===== src/osd_consts.svh =====
// Purpose: constants for the display memory and enable control
// Assumes: single 125 MHz clock domain
// Notes: offsets are data-space offsets within the paged window
`ifndef OSD_CONSTS_SVH
`define OSD_CONSTS_SVH
`define PAGE_REG_ADDR 8'hE8
`define PAGE_LOW 8'h20
`define PAGE_HIGH 8'h40
`define VSYNC_STAT_ADDR 8'hE4
`define VSYNC_STAT_BIT 4
`define BANK_SEL_ADDR 8'hED
`define ENABLE_OFFSET 6'h17
`define VSTART_OFFSET 6'h10
`define HSTART_OFFSET 6'h11
`define VSPACE_OFFSET 6'h12
`define HSPACE_OFFSET 6'h13
`define BGCTL_OFFSET 6'h14
`define ENABLE_BIT 0
`define ENTRY_SIZE_BIT 6
`define ENTRY_SPACE_CODE 7'h7F
`define APB_PAGE 12'h000
`define APB_ADDR 12'h004
`define APB_DATA 12'h008
`define APB_STAT 12'h00C
`define APB_BUSY_BIT 0
`endif


===== src/osd_pkg.sv =====
// Purpose: shared types for the display memory control
// Assumes: nothing
// Notes: entry is seven bits, glyph index in the low six
`default_nettype none
package osd_pkg;
    typedef logic [6:0] entry_t;
    typedef logic [7:0] byte_t;
    typedef enum logic [1:0] {
        ST_IDLE = 2'b00,
        ST_WRITE = 2'b01
    } host_state_e;
endpackage
`default_nettype wire


===== src/osd_core_if.sv =====
// Purpose: core data-space write port plus status read between the ends
// Assumes: same clock for both ends
// Notes: write only; one read port for the status byte
`default_nettype none
interface osd_core_if;
    logic [7:0] addr;
    logic [7:0] wdata;
    logic wr;
    logic [7:0] rdata;
    modport device (input addr, input wdata, input wr, output rdata);
    modport core (output addr, output wdata, output wr, input rdata);
endinterface
`default_nettype wire


===== src/osd_display_ram_control.sv =====
// Purpose: display entry memory, control registers and oscillator gating
// Assumes: vsync and hsync pins asynchronous; active-low vsync pulse
// Notes: memory is write-only from the core
`default_nettype none
`include "osd_consts.svh"
module osd_display_ram_control
    import osd_pkg::*;
(
    input wire logic clk,
    input wire logic rst,
    osd_core_if.device bus,
    input wire logic vsync_n,
    input wire logic hsync_n,
    output logic osc_run,
    output logic [2:0] rgb,
    output logic blank
);
    entry_t mem_q [80];
    logic [7:0] page_q, page_d;
    logic en_q, en_d, run_q, run_d, bank_q, bank_d;
    logic [5:0] vstart_q, hstart_q, vspace_q, hspace_q, bgctl_q;
    logic [1:0] vs_sync_q, hs_sync_q;
    logic vs_prev_q, hs_prev_q;
    logic [2:0] line_q, line_d;
    logic [3:0] col_q, col_d;
    logic [2:0] rgb_q, rgb_d, bgcol_q, bgcol_d;
    logic blank_q, blank_d, last_space_q, last_space_d, size0_q, size0_d;
    logic vs_edge, hs_edge, in_win, mem_wr;
    logic [6:0] mem_idx;
    logic [5:0] off;
    entry_t cur;

    assign off = bus.addr[5:0];
    assign in_win = bus.addr[7:6] == 2'b00;
    // prev and sync flops reset high, the idle pin level, so no false edge
    assign vs_edge = vs_prev_q & ~vs_sync_q[1];
    assign hs_edge = hs_prev_q & ~hs_sync_q[1];
    // window writes other than the enable register need enable clear and a stopped oscillator
    assign mem_wr = bus.wr & in_win & ~run_q & ~en_q;
    always_comb begin
        mem_idx = 7'h00;
        if (page_q == `PAGE_LOW) begin
            mem_idx = {1'b0, off};
        end else if (page_q == `PAGE_HIGH && off[5:4] == 2'b00) begin
            mem_idx = 7'd64 + {3'b000, off[3:0]};
        end
    end
    // the core sees only the status byte; memory never reads back
    assign bus.rdata = (bus.addr == `VSYNC_STAT_ADDR) ?
        (8'h00 | ({7'h00, ~vs_sync_q[1]} << `VSYNC_STAT_BIT)) : 8'h00;

    // no reset: entries are undefined until software fills them
    always_ff @(posedge clk) begin
        if (mem_wr && (page_q == `PAGE_LOW ||
                (page_q == `PAGE_HIGH && off[5:4] == 2'b00))) begin
            mem_q[mem_idx] <= bus.wdata[6:0];
        end
    end

    always_ff @(posedge clk or posedge rst) begin
        if (rst) begin
            vstart_q <= 6'h00;
            hstart_q <= 6'h00;
            vspace_q <= 6'h00;
            hspace_q <= 6'h00;
            bgctl_q <= 6'h00;
        // position and spacing fields are held here but not used by the simple scan
        end else if (mem_wr && page_q == `PAGE_HIGH) begin
            if (off == `VSTART_OFFSET) vstart_q <= bus.wdata[5:0];
            if (off == `HSTART_OFFSET) hstart_q <= bus.wdata[5:0];
            if (off == `VSPACE_OFFSET) vspace_q <= bus.wdata[5:0];
            if (off == `HSPACE_OFFSET) hspace_q <= bus.wdata[5:0];
            if (off == `BGCTL_OFFSET) bgctl_q <= bus.wdata[5:0];
        end
    end

    always_comb begin
        page_d = page_q;
        en_d = en_q;
        bank_d = bank_q;
        run_d = run_q;
        if (bus.wr && bus.addr == `PAGE_REG_ADDR) page_d = bus.wdata;
        if (bus.wr && bus.addr == `BANK_SEL_ADDR && !en_q && !run_q) begin
            bank_d = bus.wdata[0];
        end
        if (bus.wr && page_q == `PAGE_HIGH && in_win && off == `ENABLE_OFFSET) begin
            en_d = bus.wdata[`ENABLE_BIT];
        end
        // a set enable only arms the start; the display waits for a sync edge,
        // so an enable after flyback costs the rest of that frame
        if (!en_d) begin
            run_d = 1'b0;
        end else if (!run_q && vs_edge) begin
            run_d = 1'b1;
        end
    end

    always_ff @(posedge clk or posedge rst) begin
        if (rst) begin
            page_q <= 8'h00;
            en_q <= 1'b0;
            // bank select has no defined reset; zero is a safe pick
            bank_q <= 1'b0;
            run_q <= 1'b0;
            vs_sync_q <= 2'b11;
            hs_sync_q <= 2'b11;
            vs_prev_q <= 1'b1;
            hs_prev_q <= 1'b1;
        end else begin
            page_q <= page_d;
            en_q <= en_d;
            bank_q <= bank_d;
            run_q <= run_d;
            vs_sync_q <= {vs_sync_q[0], vsync_n};
            hs_sync_q <= {hs_sync_q[0], hsync_n};
            vs_prev_q <= vs_sync_q[1];
            hs_prev_q <= hs_sync_q[1];
        end
    end

    // simplified scan: one entry per cycle while running, line per hsync
    assign cur = mem_q[{line_q, 4'h0} + {3'b000, col_q}];
    always_comb begin
        line_d = line_q;
        col_d = col_q;
        rgb_d = rgb_q;
        bgcol_d = bgcol_q;
        blank_d = 1'b0;
        last_space_d = last_space_q;
        size0_d = size0_q;
        if (!run_q || vs_edge) begin
            line_d = 3'd0;
            col_d = 4'd0;
            rgb_d = 3'b000;
        // the fifth line repeats until the next frame restarts the scan
        end else if (hs_edge) begin
            line_d = (line_q == 3'd4) ? 3'd4 : line_q + 3'd1;
            col_d = 4'd0;
        end else if (col_q == 4'd0) begin
            size0_d = ~cur[`ENTRY_SIZE_BIT];
            rgb_d = cur[2:0];
            col_d = 4'd1;
        end else begin
            if (cur == `ENTRY_SPACE_CODE) begin
                bgcol_d = bgctl_q[2:0];
                last_space_d = 1'b1;
            end else begin
                blank_d = 1'b1;
                rgb_d = cur[2:0] ^ {2'b00, bank_q};
                last_space_d = 1'b0;
            end
            if (col_q == 4'd15) begin
                // bar in space background at line end for small size
                if (last_space_d && size0_q) begin
                    rgb_d = bgcol_d;
                    blank_d = 1'b1;
                end
            end else begin
                col_d = col_q + 4'd1;
            end
        end
    end

    always_ff @(posedge clk or posedge rst) begin
        if (rst) begin
            line_q <= 3'd0;
            col_q <= 4'd0;
            rgb_q <= 3'b000;
            bgcol_q <= 3'b000;
            blank_q <= 1'b0;
            last_space_q <= 1'b0;
            size0_q <= 1'b0;
        end else begin
            line_q <= line_d;
            col_q <= col_d;
            rgb_q <= rgb_d;
            bgcol_q <= bgcol_d;
            blank_q <= blank_d;
            last_space_q <= last_space_d;
            size0_q <= size0_d;
        end
    end

    // every display output comes straight from a flop
    assign osc_run = run_q;
    assign rgb = rgb_q;
    assign blank = blank_q;
endmodule
`default_nettype wire


===== src/flat_wrapper.sv =====
// flat-port wrapper written by rule: the top's interface ports become plain ports
module osd_display_ram_control_flat import osd_pkg::*;
  (clk, rst, vsync_n, hsync_n, osc_run, rgb, blank, bus_addr, bus_wdata, bus_wr, bus_rdata);
  osd_core_if bus_i ();
  input wire logic clk;
  input wire logic rst;
  input wire logic vsync_n;
  input wire logic hsync_n;
  output logic osc_run;
  output logic [2:0] rgb;
  output logic blank;
  input wire logic [$bits(bus_i.addr)-1:0] bus_addr;
  input wire logic [$bits(bus_i.wdata)-1:0] bus_wdata;
  input wire logic [$bits(bus_i.wr)-1:0] bus_wr;
  output wire logic [$bits(bus_i.rdata)-1:0] bus_rdata;
  assign bus_i.addr = bus_addr;
  assign bus_i.wdata = bus_wdata;
  assign bus_i.wr = bus_wr;
  assign bus_rdata = bus_i.rdata;
  osd_display_ram_control u_core (.clk(clk), .rst(rst), .bus(bus_i), .vsync_n(vsync_n), .hsync_n(hsync_n), .osc_run(osc_run), .rgb(rgb), .blank(blank));
endmodule

===== config.mk =====
export PLATFORM = sky130hd
export DESIGN_NAME = osd_display_ram_control_flat
export DESIGN_NICKNAME = d
export VERILOG_FILES = /design/src/osd_pkg.sv /design/src/osd_core_if.sv /design/src/osd_display_ram_control.sv /design/src/flat_wrapper.sv
export VERILOG_INCLUDE_DIRS = /design/src
export SDC_FILE = /design/constraint.sdc
export NUM_CORES = 1
export LEC_CHECK = 0
export BUFFER_PORTS_ARGS = -buffer_cell sky130_fd_sc_hd__buf_2
export CAP_MARGIN = 20
export CORE_ASPECT_RATIO = 0.75
export CORE_UTILIZATION = 47
export DETAILED_ROUTE_END_ITERATION = 7
export PLACE_DENSITY = 0.65
export SETUP_SLACK_MARGIN = 0.5
export SLEW_MARGIN = 40
export SYNTH_ARGS = -nofsm -noshare
export SYNTH_HDL_FRONTEND = slang
export SYNTH_SLANG_ARGS = --single-unit

===== constraint.sdc =====
create_clock -name clk -period 3.6 [get_ports clk]
set_input_delay 0.72 -clock clk [delete_from_list [all_inputs] [get_ports clk]]
set_output_delay 0.72 -clock clk [all_outputs]
set_load 0.01 [all_outputs]

# Word-level counts from Yosys, hierarchy flattened
# Memories as Yosys holds them, arrays and structs flattened.
# Cells that the tools add are included.
# totals
ff_bits,35
latchBits,0
ramBits,560
mem_bits_ro,0
inputBits,21
out_inout_bits,13
word_cells,102
memories,1
# op_classes
addsub,4
multipliers,0
div,0
n_lt_le_gt_ge,0
n_eq_ne,13
shift,0
mux,32
bitwise_logic,14
n_reduce_logical,23
# memory_table
memory,depth,word_bits,rd,rd_ports_with_merged_regs,wr,line_no,source
u_core.mem_q,80,7,1,0,1,osd_display_ram_control.sv:18,entry_t mem_q [80];
# ops
op,n
$mux 3,10
$eq 8x8->1 const B,3
$mux 4,4
$mux 1,15
$mux 7,2
$eq 6x5->1 const B,2
$logic_and 1x1->1,12
$eq 8x6->1 const B,1
$eq 8x7->1 const B,1
$not 1->1,8
$add 7x4->7,1
$add 7x4->7 const A,1
$eq 7x7->1 const B,1
$reduce_and 3->1,2
$and 1x1->1,5
$mux 5,1
$add 4x1->4 const B,1
$eq 4x4->1 const B,1
$logic_not 2->1,2
$logic_not 4->1,1
$ne 2x2->1 const B,2
$ne 4x1->1 const B,1
$add 3x1->3 const B,1
$eq 3x3->1 const B,1
5 further kinds,7

# Longest topological paths before layout
# Gate-level depths: netlist of run 1.
# An unclocked memory read counts as a cell.
# depth
depth_word,13
ltp_mapped,12
depth_no_buf,8

# Worst setup path before layout of run 1
# OpenSTA, ideal clock, no wires.
# synth_timing
path_type,input to register
start,input port bus_addr[7]
end,"memory u_core.mem_q[42][0] (netlist name), enable pin"
arrival_ns,2.347
slack_ns,0.893
cell_stages,7
path_buffers,1
path_cell_list,nor2_1 > nand2_1 > or3_1 > clkbuf_1 > or3_1 > or3_1 > nor2_1
# synth_between
elab_chain_len,7
# synth_lines
item,line_no,source
"start, declared",flat_wrapper.sv:12,input wire logic [$bits(bus_i.addr)-1:0] bus_addr;
$logic_not 2->1,osd_display_ram_control.sv:34,assign in_win = bus.addr[7:6] == 2'b00;
$and 1x1->1 (3 in a row),osd_display_ram_control.sv:39,assign mem_wr = bus.wr & in_win & ~run_q & ~en_q;
$logic_and 1x1->1,osd_display_ram_control.sv:54,if (mem_wr && (page_q == `PAGE_LOW ||
$mux 1,osd_display_ram_control.sv:54,
$mux 1 (not written as such),osd_display_ram_control.sv:56,mem_q[mem_idx] <= bus.wdata[6:0];
"end, declared",osd_display_ram_control.sv:18,
# Every way passes these cells.

# Worst setup path after layout of run 1
# layout_timing
start,register u_core.col_q[1]
end,"register u_core.rgb_q[0], in the netlist u_core.rgb[0]"
# layout_between
elab_chain_len,13
# layout_lines
item,line_no,source
"start, declared",osd_display_ram_control.sv:25,"logic [3:0] col_q, col_d;"
"start signal, assigned",osd_display_ram_control.sv:175,col_q <= col_d;
$add 7x4->7,osd_display_ram_control.sv:122,"assign cur = mem_q[{line_q, 4'h0} + {3'b000, col_q}];"
$mem_v2 80x7,--,
$eq 7x7->1 (no line),--,
$mux 1,osd_display_ram_control.sv:144,if (cur == `ENTRY_SPACE_CODE) begin
$mux 1,osd_display_ram_control.sv:139,end else if (col_q == 4'd0) begin
$mux 1,osd_display_ram_control.sv:136,end else if (hs_edge) begin
$mux 1,osd_display_ram_control.sv:131,if (!run_q || vs_edge) begin
$logic_and 1x1->1,osd_display_ram_control.sv:154,if (last_space_d && size0_q) begin
$mux 3,osd_display_ram_control.sv:154,
$mux 3,osd_display_ram_control.sv:152,if (col_q == 4'd15) begin
$mux 3 (*),osd_display_ram_control.sv:139,
$mux 3 (*),osd_display_ram_control.sv:136,
$mux 3 (*),osd_display_ram_control.sv:131,
"end signal, assigned",osd_display_ram_control.sv:176,rgb_q <= rgb_d;
"end, declared",osd_display_ram_control.sv:26,"logic [2:0] rgb_q, rgb_d, bgcol_q, bgcol_d;"
# Mark *: on every way between the ends. The rest lies on a longest branch, timed or not. The select of a mux whose other input is x is not followed.
# A chain may end at the register's enable or synchronous reset.

==> results by group, run 1 <==
Status
  – Status: completed

Finish
  – Layout cell share with drive strength beyond 1: between 20% and 30%
  – Synthesis-to-layout area growth: 16.66%
  – ANT cells: 0
  – Final #Nets: approximately 1500
  – Final cell count without fillers: 2157
  – Finished Cell Area: 27220 um^2

Global routing
  – Remaining Overflow, GRT: 0
  – Vias in the first global route: ~13000
  – First-pass GRT wire length: approximately 90000 um
  – Largest net degree at the start of global routing: between 80 and 90
  – Initial antenna violation count: 1
  – GRT Total Usage: between 20% and 30%

Floorplanning
  – CORE AREA: 48870 um^2
  – Die area: 50550 um^2
  – Num rows: 70
  – Initial Utilization: between 40 and 50%
  – Die W: roughly 260 um
  – I/O pin count: 34
  – Die Y: roughly 190 um

STA
  – RSZ-0062 raised after global routing: yes
  – Clock skew: around 0.018 ns
  – Slew @ Worst Pin: about 0.84 ns
  – Final setup viols: 0
  – Minimum clock period: approximately 3.1 ns
  – Final hold vios: 0
  – Final Cycle Share: 86.88%
  – Headroom to the max-slew limit: around 44%
  – Fmax: around 320 MHz
  – Slew Limit Fails: 0

Detailed routing
  – WL final: 60410 um
  – TritonRoute pass-1 iters: 6
  – Via count: between 10000 and 15000
  – WL/cell: roughly 28 um
  – DR vias/cell: 6.116
  – Initial DRC count: 1705
  – Post-DRT Antenna Nets: 0
  – DR DRC count: 0

CTS
  – CTS buffer count: 56
  – Clk root buf: clkbuf_16
  – Clk slew on worst S/H paths: ~0.060 ns
  – CTS max path bufs: 3
  – Cts hold-fix bufs: 0
  – CTS sink cnt: between 500 and 600
  – CTS tree: yes
  – Clock Latency Late Sink: 0.62 ns
  – H-tree depth: 2

Power
  – Switching share of power: 19.52%
  – Total power: roughly 14 mW
  – Pwr dens: 500.7 nW/um^2
  – Clk network pwr share: between 40% and 50%
  – VDD IR-drop max: approximately 0.00033 V
  – Reg power frac: between 50% and 60%
  – Leak Pwr: between 8 and 9 nW
  – Switch Pwr: around 2.7 mW
  – Combinational power share: approximately 1.5%
  – Cell Int Power: 10.97 mW

Synth
  – Post-Synthesis Cells: around 1300
  – Main synth FF type: edfxtp_1
  – Mapped Area: 23330 um^2
  – Synth area leaders: edfxtp_1, mux4_2, dfrtp_1
  – Area leader, netlist: edfxtp_1
  – Yosys synthesis warning count: 0
  – Share of the synthesized area in the top cell type: between 70% and 80%
  – Sequential share of the synthesized area: 75.53%
  – Post-synthesis register bit count: roughly 590
  – Async set or reset register ratio after synthesis: 5.405%
  – Most frequent cell after synthesis: edfxtp_1
  – Cell variety after synth: 69
  – EDFF count, synth: 560
  – Top cells by count, synth: edfxtp_1, nor2_1, mux4_2, nand2_1, nand3_1
  – Post-Syn Area per Cell: around 18 um^2

Setup path
  – CP max stage cell: dfrtp_4
  – Worst Setup End Kind: flip-flop
  – Critical Path RT: 4.13 ns
  – Max Fanout on Critical Path: 9
  – Worst EP arrival: around 3.7 ns
  – Cell Chain, Critical Path: buf_4, mux4_2, mux4_2, nor2b_1, nor3_1, nor4_4, a211oi_2, a2111o_1, o211ai_1
  – CP startpoint kind: flip-flop
  – Cell mode on critical path: mux4_2
  – Crit path kind: flip-flop to flip-flop
  – Slowest stage delay, CP: 0.61 ns

Placement
  – I/O Buffers: 26
  – RePlAce Congestion: between 0.9 and 1
  – DP Area: ~25000 um^2
  – Detailed placement HPWL: ~39000 um
  – Placed Instances: 2035

Worst hold path
  – Hold WC Path Type: input port to async pin

Run
  – Max Cap Viol: 0
[power by group through the flow]
stage,sequential [mW],clock (mW),combinational [mW]
after detailed placement,7.69,0,0.208
after global placement,7.69,0,0.200
final,7.55,5.87,0.210
after floorplan,7.69,0,0.0531
after global routing,7.54,6.24,0.226
after CTS,7.55,5.95,0.208
[path summary, 6_finish.rpt]
path	startpoint	end	slack [ns]	cells after the start
setup reg to reg	u_core.col_q[1]$_DFFE_PP0P_	u_core.rgb[0]$_DFFE_PP0P_	0.47	9
min in group clk	hsync_n	u_core.hs_sync_q[0]$_DFF_PP1_	0.22	1
setup / recovery	u_core.col_q[1]$_DFFE_PP0P_	u_core.rgb[0]$_DFFE_PP0P_	0.47	9
hold / removal	rst	u_core.rgb[0]$_DFFE_PP0P_	0.15	2
max in group asynchronous	rst	u_core.vs_sync_q[1]$_DFF_PP1_	2.76	3
hold reg to reg	u_core.hs_sync_q[0]$_DFF_PP1_	u_core.hs_sync_q[1]$_DFF_PP1_	0.36	0
[logic make-up (layout without fill, tap and decap cells)]
kind of cell,Yosys count,count (layout),share of synthesized area [%]
flops,592,592,75.53
simple gates,331,331,6.762
compound gates,147,147,4.515
mux,131,131,10.97
buf+inv,75,297,1.989
fa+ha+maj,4,4,0.2145
other cells,1,7,0.01607
[routing by layer]
metal,up-vias,wire length (um),GRT usage [%]
met4,2,1506,6.536
met2,759,25280,32.82
met3,101,7058,6.325
met1,6806,26550,38.70
met5,-,13,0
li1,5525,-,-
[state kept, by name, summed over array words and instances (netlist names)]
| signal | flops |
|---|---|
| u_core.en_q | 1 |
| u_core.line_q | 3 |
| u_core.mem_q | 560 |
| u_core.bgctl_q | 3 |
| u_core.page_q | 8 |
| u_core.hs_prev_q | 1 |
| u_core.size0_q | 1 |
| u_core.hs_sync_q | 2 |
| u_core.vs_sync_q | 2 |
| u_core.col_q | 4 |
| u_core.vs_prev_q | 1 |
| u_core.bank_q | 1 |
| u_core.osc_run | 1 |
| u_core.blank | 1 |
| u_core.rgb | 3 |
[per-stage QoR]
step | utilization, % | worst slack (ns) | hold slack (ns) | setup TNS [ns]
final | 55.70 | 0.4724 | 0.1519 | 0
after global routing | 55.70 | 0.3784 | 0.1520 | 0
after CTS | 55.21 | 0.5006 | 0.1862 | 0
after detailed placement | 51.26 | -0.07453 | 0.3487 | -0.07453
after global placement | 51.26 | -0.002907 | 0.3456 | -0.002907
after floorplan | - | 0.8929 | 0.3452 | 0
[layout make-up]
type / instances / area (um^2)
sequential: 592 / 17640
timing repair buffer: 186 / 1568
fill: 3781 / 21650
multi-input combinational: 620 / 5365
inverter: 10 / 40.04
clock buffer: 69 / 1471
clock inverter: 32 / 329.1
tap: 648 / 810.8
[what timing repair did]
action / 4_1_cts / 5_1_grt
buffers inserted: 5 / 14
gates cloned: 1 / 0
pin swaps: 0 / 3
setup endpoints to repair: 4 / 41
resized for setup: 8 / 16
[worst max-delay path: cells and delay by family, from the launching register on]
kind                   cells  cell delay [ns]
and+or+nand+nor            3             0.63
muxes                      2             0.97
AOI/OAI and AO/OA          3             0.63
buffers and inverters      1             0.20
DFF                        1             0.61
[layout by cell type, fill, tap and decap left out, types with 5 or more instances in the layout]
master       n
nor3_1      12
dfstp_2      6
a311oi_1     9
clkbuf_16   57
clkinv_1    16
clkinv_2     6
buf_4      145
a31oi_1      7
and2_0       5
nand2_1     73
buf_2       25
dfrtp_1     23
nor2b_1     15
mux4_2      87
o211ai_1    12
conb_1       7
mux2_2      34
nor4_1       8
clkbuf_1    12
buf_12      10
inv_1        7
o22ai_1     11
nor2_1     113
o21ai_0     21
edfxtp_1   560
bufinv_16    7
a22oi_1     21
nand3_1     36
mux4_1       7
a21oi_1     21
nand2b_1    10
and3_1       9
or3_1        9
nand4_1     16
(Power assumes the default switching activity.)
==> inputs of run 2 (changes only) <==
ABC_AREA = 1   (was not set)
==> run 2 against run 1 <==
  * Critical path depth up 2
  * Combinational power up 9%
  * Routed wire length up 11%
  * First-iteration DRC count up 56%
  * Worst setup slack better by 0.15 ns
  * Utilization down 2.3 points
  * Flip-flop and latch count unchanged
  * Via count up 32%
  * Largest cell class unchanged
  * Highest routed layer is now met4
==> results by group, run 2 <==
Synth
  – Most frequent cell after synthesis: nand2_1
  – Sequential share of the synthesized area: between 70% and 80%
  – Area leader, netlist: edfxtp_1
  – Post-synthesis register bit count: a little under 600
  – Synth area leaders: edfxtp_1, nand2_1, nand3_1
  – Mapped Area: between 20000 and 30000 um^2
  – Post-Synthesis Cells: approximately 2300
  – Top cells by count, synth: nand2_1, edfxtp_1, nand3_1, nor2_1, inv_1
  – EDFF count, synth: 560
  – Share of the synthesized area in the top cell type: roughly two thirds
  – Async set or reset register ratio after synthesis: under 10%
  – Post-Syn Area per Cell: 11.15 um^2
  – Cell variety after synth: 41
  – Main synth FF type: edfxtp_1
  – Yosys synthesis warning count: 0

Global routing
  – Layer with the highest usage: met1
  – Met1 Usage GRT: ~36%
  – M3 GR Usage: 5.263%
  – Vias in the first global route: between 15000 and 20000
  – Remaining Overflow, GRT: 0
  – Largest net degree at the start of global routing: 82
  – First-pass GRT wire length: 97800 um
  – Met2 GRT Util: between 30% and 40%
  – GRT Total Usage: between 20% and 30%
  – Initial antenna violation count: 1

Setup path
  – Setup crit start: u_core.line_q[0]$_DFFE_PP0P_
  – R2R depth: 11
  – Worst path bufs/invs: 1
  – Max Fanout on Critical Path: 17
  – Crit path kind: flip-flop to flip-flop
  – Reg2Reg Setup Slack: ~0.62 ns
  – Worst EP arrival: roughly 3.4 ns
  – Reg-to-reg endpoint: u_core.rgb[0]$_DFFE_PP0P_
  – Crit Reg-Reg Startpoint: u_core.line_q[0]$_DFFE_PP0P_
  – Crit path to: u_core.rgb[0]$_DFFE_PP0P_
  – Cell Chain, Critical Path: clkinv_1, nand3_1, nand3_1, nand3_1, nand2_1, nor2_2, nand3_2, a21oi_1, nand3_1, nand2_1, nand2_1
  – Critical Path RT: a little over 4 ns
  – Slowest stage delay, CP: 0.72 ns
  – CP max stage cell: clkinv_1
  – Top Family by Delay on Critical Path: simple AND/OR/NAND/NOR gates
  – Crit. path cell count: 11
  – Cell mode on critical path: nand3_1
  – CP startpoint kind: flip-flop
  – Worst Setup End Kind: flip-flop

Placement
  – Detailed placement HPWL: between 30000 and 40000 um
  – DP Area: approximately 26000 um^2
  – I/O Buffers: 26
  – RePlAce Congestion: roughly 0.9

STA
  – Setup tns final: 0 ns
  – Slew Limit Fails: 0
  – Hold Worst Slack: between 0.2 and 0.25 ns
  – Slew @ Worst Pin: 0.8172 ns
  – Final setup viols: 0
  – Final hold vios: 0
  – Final Cycle Share: 82.69%
  – RSZ-0062 raised after global routing: yes
  – Clock skew: between 0.015 and 0.02 ns
  – Fmax: between 300 and 400 MHz
  – Headroom to the max-slew limit: roughly 46%
  – Minimum clock period: between 2 and 3 ns

Finish
  – Synthesis-to-layout area growth: 12.41%
  – Largest regs: u_core.mem_q (560), u_core.page_q (8), u_core.col_q (4)
  – Max FFs per register: 560
  – Finished Cell Area: about 28000 um^2
  – ANT cells: 0
  – Most frequent cells in the layout: nand2_1, edfxtp_1, nand3_1
  – Layout cell share with drive strength beyond 1: just over 10%
  – Most common cell after layout, fill and taps aside: nand2_1
  – Largest reg by FF count: u_core.mem_q
  – Final #Nets: 2337

Floorplanning
  – Die W: 269.1 um
  – I/O pin count: 34
  – Die area: between 50000 and 60000 um^2
  – Num rows: 73
  – CORE AREA: between 50000 and 60000 um^2
  – Initial Utilization: a little under half
  – Die Y: between 200 and 250 um

Detailed routing
  – Via count: between 15000 and 20000
  – TritonRoute pass-1 iters: 6
  – WL/cell: ~22 um
  – Initial DRC count: 2655
  – DR vias/cell: ~5.7
  – DR DRC count: 0
  – Post-DRT Antenna Nets: 0
  – WL final: 66790 um

Power
  – Leak Pwr: about 10 nW
  – Pwr dens: about 470 nW/um^2
  – VDD IR-drop max: 0.0004350 V

CTS
  – H-tree depth: 2
  – Clk slew on worst S/H paths: approximately 0.070 ns
  – CTS tree: yes
  – CTS sink cnt: between 500 and 600
  – Clk root buf: clkbuf_16
  – CTS buffer count: between 50 and 60
  – CTS max path bufs: 3
  – Cts hold-fix bufs: 0
  – Clock Latency Late Sink: just under 0.6 ns

Status
  – Status: completed

Worst hold path
  – Hold WC Path Type: input port to async pin

Run
  – Max Cap Viol: 0
## run 2: area by class of cell
type	instances	area, um^2
Sequential cell	592	17630
Timing Repair Buffer	130	1323
Inverter	117	470.5
Clock buffer	69	1396
Multi-Input combinational cell	1418	6340
Clock inverter	24	207.7
Fill cell	4448	24620
Tap cell	712	890.9
## run 2: metal layers
layer	share of wire, %	vias to the layer above
met5	0	-
met4	2.3	0
met1	44	8441
met3	11	114
li1	-	7909
met2	43	942
## run 2: worst register-to-register path: stages (launching register included)
cell and delay (ns):
dfrtp_1 0.66, clkinv_1 0.72, nand3_1 0.44, nand3_1 0.22, nand3_1 0.13, nand2_1 0.07
nor2_2 0.13, nand3_2 0.15, a21oi_1 0.17, nand3_1 0.08, nand2_1 0.06, nand2_1 0.05
## run 2: logic make-up after synthesis
family	Yosys count	share of synthesized area [%]
buf+inv	250	4.987
mux	7	0.3036
fa+ha+maj	4	0.1991
compound gates	159	3.528
flops	592	70.10
other cells	1	0.01492
simple gates	1237	20.73
xor+xnor	4	0.1394
## run 2: power by group
part / leakage, nW / total (mW) / internal [mW] / switching (mW)
Clock: 0.777 / 5.40 / 3.00 / 2.40
Sequential: 5.45 / 7.55 / 7.54 / 0.00601
Combinational: 4.21 / 0.229 / 0.0380 / 0.191
Total: 10.4 / 13.2 / 10.6 / 2.60
## run 2: how the worst min path moves through the flow
stage                                               end  slack [ns]  depth (start not counted)
after floorplan           u_core.hs_sync_q[1]$_DFF_PP1_        0.35                          0
after global placement    u_core.vs_sync_q[1]$_DFF_PP1_        0.35                          0
after detailed placement  u_core.hs_sync_q[1]$_DFF_PP1_        0.35                          0
after CTS                  u_core.page_q[2]$_DFFE_PP0P_        0.20                          2
after global routing      u_core.vs_sync_q[0]$_DFF_PP1_        0.22                          1
final                             u_core.en_q$_DFF_PP0_        0.20                          2
## run 2: stage by stage
stage	power, mW	utilization [%]	setup WS, ns	instances
3_3_place_gp	7.915	49.69	0.4638	2958
5_1_grt	13.47	53.44	0.4887	3062
6_report	13.17	53.44	0.6233	3062
3_5_place_dp	7.918	49.69	0.4862	2958
2_1_floorplan	7.739	-	0.8187	2260
4_1_cts	13.22	52.73	0.4625	3051
## run 2: what timing repair did
action,in CTS,in global routing
pin swaps,0,0
endpoints found under the hold margin,0,0
gates resized for setup,2,36
setup endpoints to repair,42,362
gates cloned,0,7
setup buffers,0,4
